<file path="src/verilog/ucs_pkg.sv">
/*
  constants for the command and status register block
  assumes a 32-bit register access port and a 10 MHz core clock
*/
package ucs_pkg;
  localparam logic [7:0]  CMD_STATUS_OFFSET = 8'h08;
  localparam logic [31:0] CMD_STATUS_RESET  = 32'h0000_0000;
  localparam int          SOFT_RESET_BIT    = 0;
  localparam int          CTRL_FILLED_BIT   = 1;
  localparam int          BULK_FILLED_BIT   = 2;
  localparam int          OWN_REQ_BIT       = 3;
  localparam int          OVR_CNT_LO        = 16;
  localparam int          OVR_CNT_HI        = 17;
  localparam logic [1:0]  FS_BUS_RESET      = 2'h0;
  localparam logic [1:0]  FS_RESUMING       = 2'h1;
  localparam logic [1:0]  FS_RUNNING        = 2'h2;
  localparam logic [1:0]  FS_SUSPENDED      = 2'h3;
  localparam int          CLK_PERIOD_NS     = 100;
  localparam int          RESET_MAX_US      = 10;
  localparam int          RESET_MAX_CYC     =
    (RESET_MAX_US * 1000) / CLK_PERIOD_NS;
  localparam int          RESET_CYC         = 16;
endpackage
</file>
<file path="src/verilog/ucs_command_status.sv">
/*
  command and status register with write-to-set commands
  assumes list engines, frame timer and event register are outside
*/
`timescale 1ns/1ps
module ucs_command_status #(
  parameter int RESET_CYC = ucs_pkg::RESET_CYC
) (
  input  wire logic        core_clk,
  input  wire logic        sys_rst,
  input  wire logic        reg_wr,
  input  wire logic        reg_rd,
  input  wire logic [7:0]  reg_addr,
  input  wire logic [31:0] reg_wdata,
  output logic      [31:0] reg_rdata,
  input  wire logic        sched_overrun,
  input  wire logic        frame_num_updated,
  input  wire logic        ownership_done,
  input  wire logic        bulk_head_check,
  input  wire logic        bulk_td_found,
  input  wire logic        ctrl_head_check,
  input  wire logic        ctrl_td_found,
  output logic             overrun_flag_set,
  output logic             ownership_changed_flag,
  output logic             bulk_run,
  output logic             ctrl_run,
  output logic             soft_reset_busy,
  output logic             suspend_enter,
  output logic             host_bus_hold,
  output logic             root_hub_reset
);
  typedef enum logic [1:0] {UCS_IDLE, UCS_RESET, UCS_DONE} ucs_rst_e;

  logic     soft_reset_cmd, next_soft_reset_cmd;
  logic     control_list_filled, next_control_list_filled;
  logic     bulk_list_filled, next_bulk_list_filled;
  logic     ownership_request, next_ownership_request;
  logic [1:0] ovr_cnt, next_ovr_cnt;
  logic     ovr_pend, next_ovr_pend;
  ucs_rst_e rst_st, next_rst_st;
  logic [15:0] rst_cnt, next_rst_cnt;
  logic [31:0] next_reg_rdata;
  logic     next_bulk_run, next_ctrl_run;
  logic     next_overrun_flag_set, next_suspend_enter;
  logic     wr_hit;
  logic [31:0] cur;

  function automatic logic [31:0] pack_reg(
    input logic [1:0] cnt, input logic oreq, input logic bf,
    input logic cf, input logic sr);
    logic [31:0] v;
    v = ucs_pkg::CMD_STATUS_RESET;
    v[ucs_pkg::OVR_CNT_HI:ucs_pkg::OVR_CNT_LO] = cnt;
    v[ucs_pkg::OWN_REQ_BIT] = oreq;
    v[ucs_pkg::BULK_FILLED_BIT] = bf;
    v[ucs_pkg::CTRL_FILLED_BIT] = cf;
    v[ucs_pkg::SOFT_RESET_BIT] = sr;
    return v;
  endfunction

  assign wr_hit = reg_wr && reg_addr == ucs_pkg::CMD_STATUS_OFFSET;
  assign cur = pack_reg(ovr_cnt, ownership_request, bulk_list_filled,
                        control_list_filled, soft_reset_cmd);
  assign ownership_changed_flag = ownership_request;
  assign soft_reset_busy = rst_st == UCS_RESET;
  assign host_bus_hold = rst_st == UCS_RESET;
  assign root_hub_reset = 1'b0;

  always_comb begin
    next_soft_reset_cmd = soft_reset_cmd;
    next_control_list_filled = control_list_filled;
    next_bulk_list_filled = bulk_list_filled;
    next_ownership_request = ownership_request;
    next_ovr_cnt = ovr_cnt;
    next_ovr_pend = ovr_pend;
    next_overrun_flag_set = 1'b0;
    next_bulk_run = bulk_run;
    next_ctrl_run = ctrl_run;
    next_reg_rdata = reg_rdata;
    if (reg_rd && reg_addr == ucs_pkg::CMD_STATUS_OFFSET) begin
      next_reg_rdata = cur;
    end else if (reg_rd) begin
      next_reg_rdata = ucs_pkg::CMD_STATUS_RESET;
    end
    if (sched_overrun) begin
      next_ovr_cnt = ovr_cnt + 2'h1;
      next_ovr_pend = 1'b1;
    end
    if ((ovr_pend || sched_overrun) && frame_num_updated) begin
      next_overrun_flag_set = 1'b1;
      next_ovr_pend = 1'b0;
    end
    if (ownership_done) begin
      next_ownership_request = 1'b0;
    end
    if (bulk_head_check) begin
      next_bulk_run = bulk_list_filled;
      next_bulk_list_filled = 1'b0;
    end
    if (bulk_td_found) begin
      next_bulk_list_filled = 1'b1;
    end
    if (ctrl_head_check) begin
      next_ctrl_run = control_list_filled;
      next_control_list_filled = 1'b0;
    end
    if (ctrl_td_found) begin
      next_control_list_filled = 1'b1;
    end
    if (rst_st == UCS_DONE) begin
      next_soft_reset_cmd = 1'b0;
      next_control_list_filled = 1'b0;
      next_bulk_list_filled = 1'b0;
      next_ownership_request = 1'b0;
      next_ovr_cnt = 2'h0;
      next_ovr_pend = 1'b0;
      next_bulk_run = 1'b0;
      next_ctrl_run = 1'b0;
    end
    if (wr_hit) begin
      // set-only writes, applied last so a set wins a clear
      if (reg_wdata[ucs_pkg::SOFT_RESET_BIT]) begin
        next_soft_reset_cmd = 1'b1;
      end
      if (reg_wdata[ucs_pkg::CTRL_FILLED_BIT]) begin
        next_control_list_filled = 1'b1;
      end
      if (reg_wdata[ucs_pkg::BULK_FILLED_BIT]) begin
        next_bulk_list_filled = 1'b1;
      end
      if (reg_wdata[ucs_pkg::OWN_REQ_BIT]) begin
        next_ownership_request = 1'b1;
      end
    end
  end

  always_comb begin
    next_rst_st = rst_st;
    next_rst_cnt = rst_cnt;
    next_suspend_enter = 1'b0;
    unique case (rst_st)
      UCS_IDLE: begin
        if (soft_reset_cmd) begin
          next_rst_st = UCS_RESET;
          next_rst_cnt = 16'h0000;
        end
      end
      UCS_RESET: begin
        next_rst_cnt = rst_cnt + 16'h0001;
        if (rst_cnt == 16'(RESET_CYC - 1)) begin
          next_rst_st = UCS_DONE;
          next_suspend_enter = 1'b1;
        end
      end
      UCS_DONE: begin
        next_rst_st = UCS_IDLE;
      end
      default: next_rst_st = UCS_IDLE;
    endcase
  end

  always_ff @(posedge core_clk or posedge sys_rst) begin
    if (sys_rst) begin
      soft_reset_cmd <= 1'b0;
      control_list_filled <= 1'b0;
      bulk_list_filled <= 1'b0;
      ownership_request <= 1'b0;
      ovr_cnt <= 2'h0;
      ovr_pend <= 1'b0;
      overrun_flag_set <= 1'b0;
      bulk_run <= 1'b0;
      ctrl_run <= 1'b0;
      reg_rdata <= ucs_pkg::CMD_STATUS_RESET;
      rst_st <= UCS_IDLE;
      rst_cnt <= 16'h0000;
      suspend_enter <= 1'b0;
    end else begin
      soft_reset_cmd <= next_soft_reset_cmd;
      control_list_filled <= next_control_list_filled;
      bulk_list_filled <= next_bulk_list_filled;
      ownership_request <= next_ownership_request;
      ovr_cnt <= next_ovr_cnt;
      ovr_pend <= next_ovr_pend;
      overrun_flag_set <= next_overrun_flag_set;
      bulk_run <= next_bulk_run;
      ctrl_run <= next_ctrl_run;
      reg_rdata <= next_reg_rdata;
      rst_st <= next_rst_st;
      rst_cnt <= next_rst_cnt;
      suspend_enter <= next_suspend_enter;
    end
  end

  int unsigned rst_age;
  always_ff @(posedge core_clk or posedge sys_rst) begin
    if (sys_rst) begin
      rst_age <= 0;
    end else if (soft_reset_cmd && rst_st != UCS_DONE) begin
      rst_age <= rst_age + 1;
    end else begin
      rst_age <= 0;
    end
  end

  localparam int SR_LIMIT = ucs_pkg::RESET_MAX_CYC;
endmodule

</file>
<file path="config.mk">
export PLATFORM = sky130hd
export DESIGN_NAME = ucs_command_status
export DESIGN_NICKNAME = d
export VERILOG_FILES = /design/src/verilog/ucs_pkg.sv /design/src/verilog/ucs_command_status.sv
export SDC_FILE = /design/constraint.sdc
export NUM_CORES = 1
export LEC_CHECK = 0
export BUFFER_PORTS_ARGS = -buffer_cell sky130_fd_sc_hd__buf_2
export CAP_MARGIN = 20
export CORE_MARGIN = 5
export CORE_UTILIZATION = 45
export CTS_BUF_LIST = sky130_fd_sc_hd__clkbuf_16
export CTS_CLUSTER_SIZE = 30
export DETAILED_ROUTE_END_ITERATION = 7
export GPL_TIMING_DRIVEN = 0
export PLACE_DENSITY = 0.84
export RECOVER_POWER = 25
export SKIP_LAST_GASP = 1
export SYNTH_ARGS = -nofsm -noshare
export SYNTH_HDL_FRONTEND = slang
export SYNTH_SLANG_ARGS = --single-unit
</file>
<file path="constraint.sdc">
create_clock -name core_clk -period 2.1 [get_ports core_clk]
set_clock_uncertainty 0.05 [all_clocks]
set_input_delay 0.42 -clock core_clk [delete_from_list [all_inputs] [get_ports core_clk]]
set_output_delay 0.42 -clock core_clk [all_outputs]
set_load 0.1 [all_outputs]
</file>
# ---- Word-level counts from Yosys, hierarchy flattened
# Cells that the tools add are included.
dict set report word_totals {
  reg_bits 61
  input_bits 51
  output_inout_bits 40
}
dict set report classes {
  addsub 2
  eq_ne 6
  mux 36
  reduce_logical 13
}
# cell n
set ops {}
lappend ops {{32-bit two-way mux} 2}
lappend ops {{16-bit one-hot mux with 2 select lines} 1}
lappend ops {{1-bit two-way mux} 27}
lappend ops {{16-bit by 1-bit adder with 16-bit output (second input constant)} 1}
lappend ops {{16-bit by 4-bit == test with 1-bit output (second input constant)} 1}
lappend ops {{16-bit two-way mux} 1}
lappend ops {{2-bit nonzero test} 5}
lappend ops {{8-bit by 4-bit == test with 1-bit output (second input constant)} 1}
lappend ops {{2-bit two-way mux} 4}
lappend ops {{2-bit one-hot mux with 2 select lines} 1}
lappend ops {{2-bit AND reduction} 2}
lappend ops {{1-bit logical AND} 3}
lappend ops {{3-bit nonzero test} 1}
lappend ops {{2-bit by 1-bit adder with 2-bit output (second input constant)} 1}
lappend ops {{2-bit by 1-bit == test with 1-bit output (second input constant)} 1}
lappend ops {{2-bit == test (second input constant)} 1}
lappend ops {{2-bit logical NOT} 1}
lappend ops {{2-bit by 1-bit != test with 1-bit output (second input constant)} 1}
lappend ops {{2-bit != test (second input constant)} 1}
lappend ops {{1-bit logical OR} 1}

# ---- Longest topological paths before layout
# Gate-level depths: netlist (run 1).
dict set report logic_depth {
  depth_word 5
  depth_mapped 6
  depth_no_buf 5
}

# ---- Worst setup path before layout (run 1)
# Ideal clock, no wire load.
dict set report synth_path {
  path_type {reg2out}
  start {reg rst_st[1]}
  end {out soft_reset_busy}
  arrival_time_ps 1728
  t_required_ps 1630
  path_slack_ps -98
  stages_incl_launch_ff 5
  path_buffers 2
  cell_sequence {dfrtp_1 -> nand2b_4 -> buf_6 -> inv_1 -> buf_4}
}
dict set report synth_via {
  elab_chain_len 1
}
# element line
set synth_rtl {}
lappend synth_rtl {{start, declared} ucs_command_status.sv:40} ;# ucs_rst_e rst_st, next_rst_st;
lappend synth_rtl {{start signal, assigned} ucs_command_status.sv:188} ;# rst_st <= next_rst_st;
lappend synth_rtl {{2-bit by 1-bit == test with 1-bit output} n/a}
lappend synth_rtl {{end, declared} ucs_command_status.sv:27} ;# output logic soft_reset_busy,
# Every way passes these cells.

# ---- Worst setup path in the final report (run 1)
dict set report layout_path {
  start {reg rst_st[1]}
  end {out host_bus_hold}
}
dict set report layout_via {
  elab_chain_len 1
}
# element line
set layout_rtl {}
lappend layout_rtl {{2-bit by 1-bit == test with 1-bit output} ucs_command_status.sv:66} ;# assign host_bus_hold = rst_st == UCS_RESET;
lappend layout_rtl {{end, declared} ucs_command_status.sv:29} ;# output logic host_bus_hold,
# Every way passes these cells.

==> flow_summary.json, run 1 <==
{
  "run_status": "finished, final reports clean",
  "coreArea_mm2": 0.00394,
  "worstMarginPinSlew_ns": 1.11,
  "max_stage_delay_ns": 0.43,
  "pwr-share-seq": 0.361,
  "slew-limit-headroom": 0.262,
  "ir_worst_vdd_uv": 869,
  "grt_max_degree": 25,
  "cts_made_buffers": 5,
  "chipHeight_um": 73.5,
  "fmax_mhz": 500,
  "dr_total_vias": 1427,
  "clock_sinks": 35,
  "period_share": 0.952,
  "gp_congestion": 0.818,
  "grt_first_pass_wirelength_um": 6120,
  "synth_cells": 181,
  "slew_violations": 0,
  "min_period_ns": 2.00,
  "layout_common_cells": "35 x dfrtp_1, 34 x buf_2, 29 x buf_4",
  "wirelength_um": 3820,
  "crit_path_cell_trace": "nand2b_4, buf_6, clkinvlp_4, buf_2",
  "die_width_um": 73.5,
  "cp_data_required_time_ns": 1.63,
  "vias_per_cell": 4.74,
  "yosysUniqueCellTypes": 32,
  "hold_viol": 0,
  "antennaDiodeCount": 0,
  "overflow": 0,
  "dp.cells": 293,
  "netlist_area_mm2": 0.00181,
  "clk-insertion-delay-late_ns": 0.28,
  "yosysSeqAreaShare": 0.483,
  "switching_share": 0.403,
  "dp_hpwl_um": 2900,
  "critical_path.top_delay_family": "buffers and inverters",
  "clkPwrFrac": 0.293,
  "synth_area_per_cell_um2": 10.0,
  "drc": 0,
  "synth-seq-cells": 35,
  "initial_core_util": 0.460,
  "crit_arrival_ns": 1.53,
  "maxCapViolCount": 0,
  "ant_nets": 0,
  "portBuffers": 35,
  "critPathSlowestCell": "buf_2",
  "comb_power_share": 0.346,
  "drt-initial-drc-count": 110,
  "p_int_mw": 1.38,
  "final_nets": 302,
  "post_drt_wl_per_cell_um": 12.7,
  "area_growth_pct": 27.1,
  "cp.buffers_inverters": 3,
  "power.leakage_nw": 1.25,
  "stdcell_count": 301,
  "rsz0062_at_grt": "false",
  "htreeDepth": 2,
  "finalSetupTns_ns": 0,
  "end_kind": "output port",
  "grt_pass1_vias": 1333,
  "ioPinCount": 91,
  "crit_type": "flop to output port",
  "clockBufferDepth": 2,
  "cts_tree": "built",
  "clkTransAtPathRegs_ns": 0.05,
  "rows": 23,
  "worst_setup_path_start_kind": "flop",
  "clockRootBuffer": "clkbuf_16",
  "yosysWarnings": 0,
  "switching_power_mw": 0.932,
  "final_common_cell": "dfrtp_1",
  "powerDensity_mw_per_mm2": 1000,
  "setup_viol": 0,
  "crit_fanout": 10,
  "worstHoldPathType": "primary input to async pin",
  "antenna_found_initial": 0,
  "grt_use_total": 0.151,
  "drive_gt1_frac": 0.319,
  "dieArea_mm2": 0.00540,
  "drt_pre_antenna_iters": 4
}
-- power groups by stage --
stage | registers, mW | logic (mW) | clock network [mW]
after floorplan | 0.872 | 0.643 | 0
after global routing | 0.846 | 0.855 | 0.729
after global placement | 0.835 | 0.773 | 0
after detailed placement | 0.843 | 0.797 | 0
final | 0.835 | 0.800 | 0.678
after CTS | 0.833 | 0.810 | 0.690
-- synthesized netlist by cell type --
library cell / number / area [um^2]
dfrtp_1: 35 / 876
clkbuf_1: 3 / 11.3
nor4b_1: 2 / 17.5
nand2b_4: 1 / 13.8
conb_1: 1 / 3.75
nand3_1: 9 / 45.0
nor4_1: 4 / 25.0
buf_6: 2 / 22.5
and3_1: 3 / 18.8
nor4_4: 1 / 21.3
or4_4: 1 / 11.3
mux2i_1: 9 / 90.1
nor3_4: 1 / 16.3
o31ai_1: 3 / 22.5
xnor2_1: 1 / 8.76
buf_4: 28 / 210
and2b_2: 3 / 26.3
nor2_1: 11 / 41.3
a21oi_1: 3 / 15.0
ha_1: 1 / 12.5
nand4_1: 3 / 18.8
xor2_1: 1 / 8.76
or3_2: 1 / 7.51
o211ai_1: 2 / 15.0
nand2b_1: 1 / 6.26
nor3_1: 2 / 10.0
a32o_1: 1 / 10.0
a22o_1: 7 / 61.3
nor2b_1: 1 / 6.26
inv_1: 10 / 37.5
nand2_1: 21 / 78.8
o21ai_0: 9 / 45.0
-- kinds of logic after synthesis --
logic type	synth area share
adders and majority gates	0.00690
and+or+nand+nor	0.201
DFF	0.483
other	0.00207
xor gates and xnor gates	0.00966
buffers and inverters	0.155
muxes	0.0497
AOI/OAI and AO/OA	0.0931
-- worst register-to-register path, stage by stage, from the launching register on --
cell and delay (ns):
dfrtp_1 0.41, nand2b_4 0.16, buf_6 0.14, or4_4 0.53
buf_6 0.16, nor4_4 0.15, mux2i_1 0.21
-- final cells by class --
cell class / instances / area [um^2]
clock inverter: 3 / 12.5
timing repair buffer: 36 / 190
inverter: 10 / 41.3
tap: 50 / 62.6
buffer: 33 / 244
multi-input combinational: 129 / 754
fill: 337 / 1640
sequential: 35 / 876
clock buffer: 5 / 125
-- repair_timing --
action / 4_1_cts / 5_1_grt
resized for setup: 1 / 0
buffers inserted: 0 / 0
hold buffers: 0 / 0
setup endpoints to repair: 1 / 0
-- metal layers --
layer  share of wire  GRT usage
met1            0.40      0.167
met2            0.53      0.266
met3           0.052     0.0410
met4           0.018     0.0684
met5               0          0
-- path summary, 6_finish.rpt --
path                                    from  slack [ns]            end  depth (start not counted)
hold / removal                       sys_rst        0.08  suspend_enter                          2
max in group asynchronous            sys_rst        0.45     rst_cnt[3]                          3
min in group core_clk      frame_num_updated        0.26       ovr_pend                          2
hold reg to reg                  rst_cnt[15]        0.44    rst_cnt[15]                          1
setup reg to reg                   rst_st[1]        0.22    rst_cnt[15]                          6
setup / recovery                   rst_st[1]        0.10  host_bus_hold                          4
-- flip-flops by register name (all words and copies together) (netlist names) --
name / flops
overrun_flag_set: 1
rst_st: 2
ovr_cnt: 2
ctrl_run: 1
ownership_changed_flag: 1
bulk_run: 1
rst_cnt: 16
bulk_list_filled: 1
control_list_filled: 1
suspend_enter: 1
ovr_pend: 1
reg_rdata: 6
soft_reset_cmd: 1
-- metrics by stage --
| step | area (um^2) | hold WS [ns] | total power, mW | setup WS [ns] | utilization |
|---|---|---|---|---|---|
| after CTS | 2320 | 0.141 | 2.33 | 0.0817 | 0.589 |
| after floorplan | 1920 | 0.399 | 1.52 | 0.160 | - |
| after detailed placement | 2180 | 0.435 | 1.64 | 0.234 | 0.553 |
| final | 2310 | 0.0759 | 2.31 | 0.101 | 0.585 |
| after global routing | 2310 | 0.147 | 2.43 | 0.0161 | 0.585 |
| after global placement | 2150 | 0.424 | 1.61 | 0.253 | 0.546 |
(Power assumes the default switching activity.)
==> run 2: changes to the inputs <==
--- a/config.mk
+++ b/config.mk
@@ -13,7 +13,7 @@
 export CTS_CLUSTER_SIZE = 30
 export DETAILED_ROUTE_END_ITERATION = 7
 export GPL_TIMING_DRIVEN = 0
-export PLACE_DENSITY = 0.84
+export PLACE_DENSITY = 0.77
 export RECOVER_POWER = 25
 export SKIP_LAST_GASP = 1
 export SYNTH_ARGS = -nofsm -noshare
==> run 2 against run 1 <==
Fmax fell by 0.78%. Flip-flop and latch count did not move. Critical path depth did not move. Critical endpoint unchanged. Core utilization fell by 0.25 points.
==> flow_summary.json, run 2 (synthesis gave the netlist of run 1 again) <==
{
  "rows": 23,
  "worst_setup_path_start_kind": "flop",
  "power.leakage_nw": 1.24,
  "r2r_slack_ns": 0.20,
  "clk-insertion-delay-late_ns": 0.28,
  "min_period_ns": 2.01,
  "fmax_mhz": 496,
  "crit_arrival_ns": 1.54,
  "drc": 0,
  "coreArea_mm2": 0.00394,
  "switching_power_mw": 0.926,
  "finalSetupTns_ns": 0,
  "critPathSlowestCell": "buf_2",
  "final_nets": 302,
  "r2r_cells": 5,
  "critPathLaunch": "rst_st[1]",
  "drive_gt1_frac": 0.315,
  "ioPinCount": 91,
  "grt_use_total": 0.147,
  "ant_nets": 0,
  "grt_first_pass_wirelength_um": 6120,
  "critical_path.top_delay_family": "buffers and inverters",
  "grt_max_degree": 26,
  "finalInstanceArea_mm2": 0.00230,
  "max_stage_delay_ns": 0.43,
  "antenna_found_initial": 0,
  "ir_worst_vdd_uv": 816,
  "largestRegisters": "rst_cnt x16, reg_rdata x6",
  "antennaDiodeCount": 0,
  "crit_path_cell_trace": "nand2b_4, buf_6, clkinvlp_4, buf_2",
  "cts_tree": "built",
  "period_share": 0.959,
  "crit_type": "flop to output port",
  "wirelength_um": 3730,
  "chipHeight_um": 73.5,
  "rsz0062_at_grt": "false",
  "hold_buffers": 0,
  "worstMarginPinSlew_ns": 1.27,
  "placed_area_mm2": 0.00218,
  "dr_total_vias": 1418,
  "r2r_start": "rst_st[1]",
  "clkTransAtPathRegs_ns": 0.05,
  "run_status": "finished, final reports clean",
  "cp.buffers_inverters": 3,
  "slew_violations": 0,
  "cts_made_buffers": 5,
  "clkPwrFrac": 0.296,
  "gp_congestion": 0.828,
  "cp_data_required_time_ns": 1.63,
  "drt_pre_antenna_iters": 4,
  "area_growth_pct": 26.6,
  "powerDensity_mw_per_mm2": 1000,
  "grt_pass1_vias": 1385,
  "clockRootBuffer": "clkbuf_16",
  "path_depth": 4,
  "pwr-share-seq": 0.361,
  "crit_fanout": 10,
  "dp_hpwl_um": 2880,
  "final_common_cell": "dfrtp_1",
  "p_int_mw": 1.38,
  "initial_core_util": 0.460,
  "dieArea_mm2": 0.00540,
  "htreeDepth": 2,
  "largest_register_ffs": 16,
  "hold_viol": 0,
  "overflow": 0,
  "worstReg2RegEnd": "rst_cnt[14]",
  "drt-initial-drc-count": 118,
  "comb_power_share": 0.343,
  "switching_share": 0.402,
  "largest-register": "rst_cnt",
  "vias_per_cell": 4.71,
  "post_drt_wl_per_cell_um": 12.4,
  "clock_sinks": 35,
  "clockBufferDepth": 2,
  "maxCapViolCount": 0,
  "die_width_um": 73.5,
  "end_kind": "output port",
  "layout_common_cells": "35 x dfrtp_1, 34 x buf_2, 29 x buf_4",
  "worstHoldPathType": "primary input to async pin",
  "portBuffers": 35,
  "setup_viol": 0,
  "slew-limit-headroom": 0.154
}
## run 2: area by class of cell
cell class / count / area (um^2)
plain buffers: 33 / 244
clock buffers: 5 / 125
clock inverters: 3 / 11.3
fillers: 345 / 1650
inverters: 10 / 41.3
multi-input cells: 129 / 754
flip-flops and latches: 35 / 876
well taps: 50 / 62.6
repair buffers: 36 / 181
## run 2: routing by layer
metal	track usage	wire (um)	vias to the layer above
li1	-	-	704
met1	0.177	1530	668
met2	0.245	1970	44
met3	0.0438	225	2
met4	0.0604	6	0
met5	0	0	-
## run 2: power by group through the flow
stage	logic, mW	clock network [mW]	registers, mW
detailed placement	0.793	0	0.841
CTS	0.801	0.693	0.831
floorplan	0.643	0	0.872
global placement	0.775	0	0.836
global route	0.843	0.734	0.846
finish	0.790	0.682	0.832
## run 2: how the worst max path moves through the flow
stage                           end  slack (ns)
floorplan           soft_reset_busy        0.16
global placement        rst_cnt[15]        0.25
detailed placement      rst_cnt[15]        0.21
CTS                   host_bus_hold        0.07
global route           reg_rdata[3]        0.02
finish                host_bus_hold        0.09
## run 2: stage by stage
stage | power [mW] | setup slack (ns) | cells | utilization | hold WS, ns
floorplan | 1.52 | 0.160 | 207 | - | 0.399
global placement | 1.61 | 0.254 | 292 | 0.546 | 0.422
detailed placement | 1.63 | 0.211 | 293 | 0.553 | 0.422
CTS | 2.33 | 0.0750 | 301 | 0.588 | 0.129
global route | 2.42 | 0.0156 | 301 | 0.582 | 0.128
finish | 2.30 | 0.0853 | 301 | 0.582 | 0.0683
## run 2: repair_timing
action / CTS / global route
setup endpoints to repair: 1 / 0
buffers inserted: 0 / 0
gates resized for setup: 1 / 0
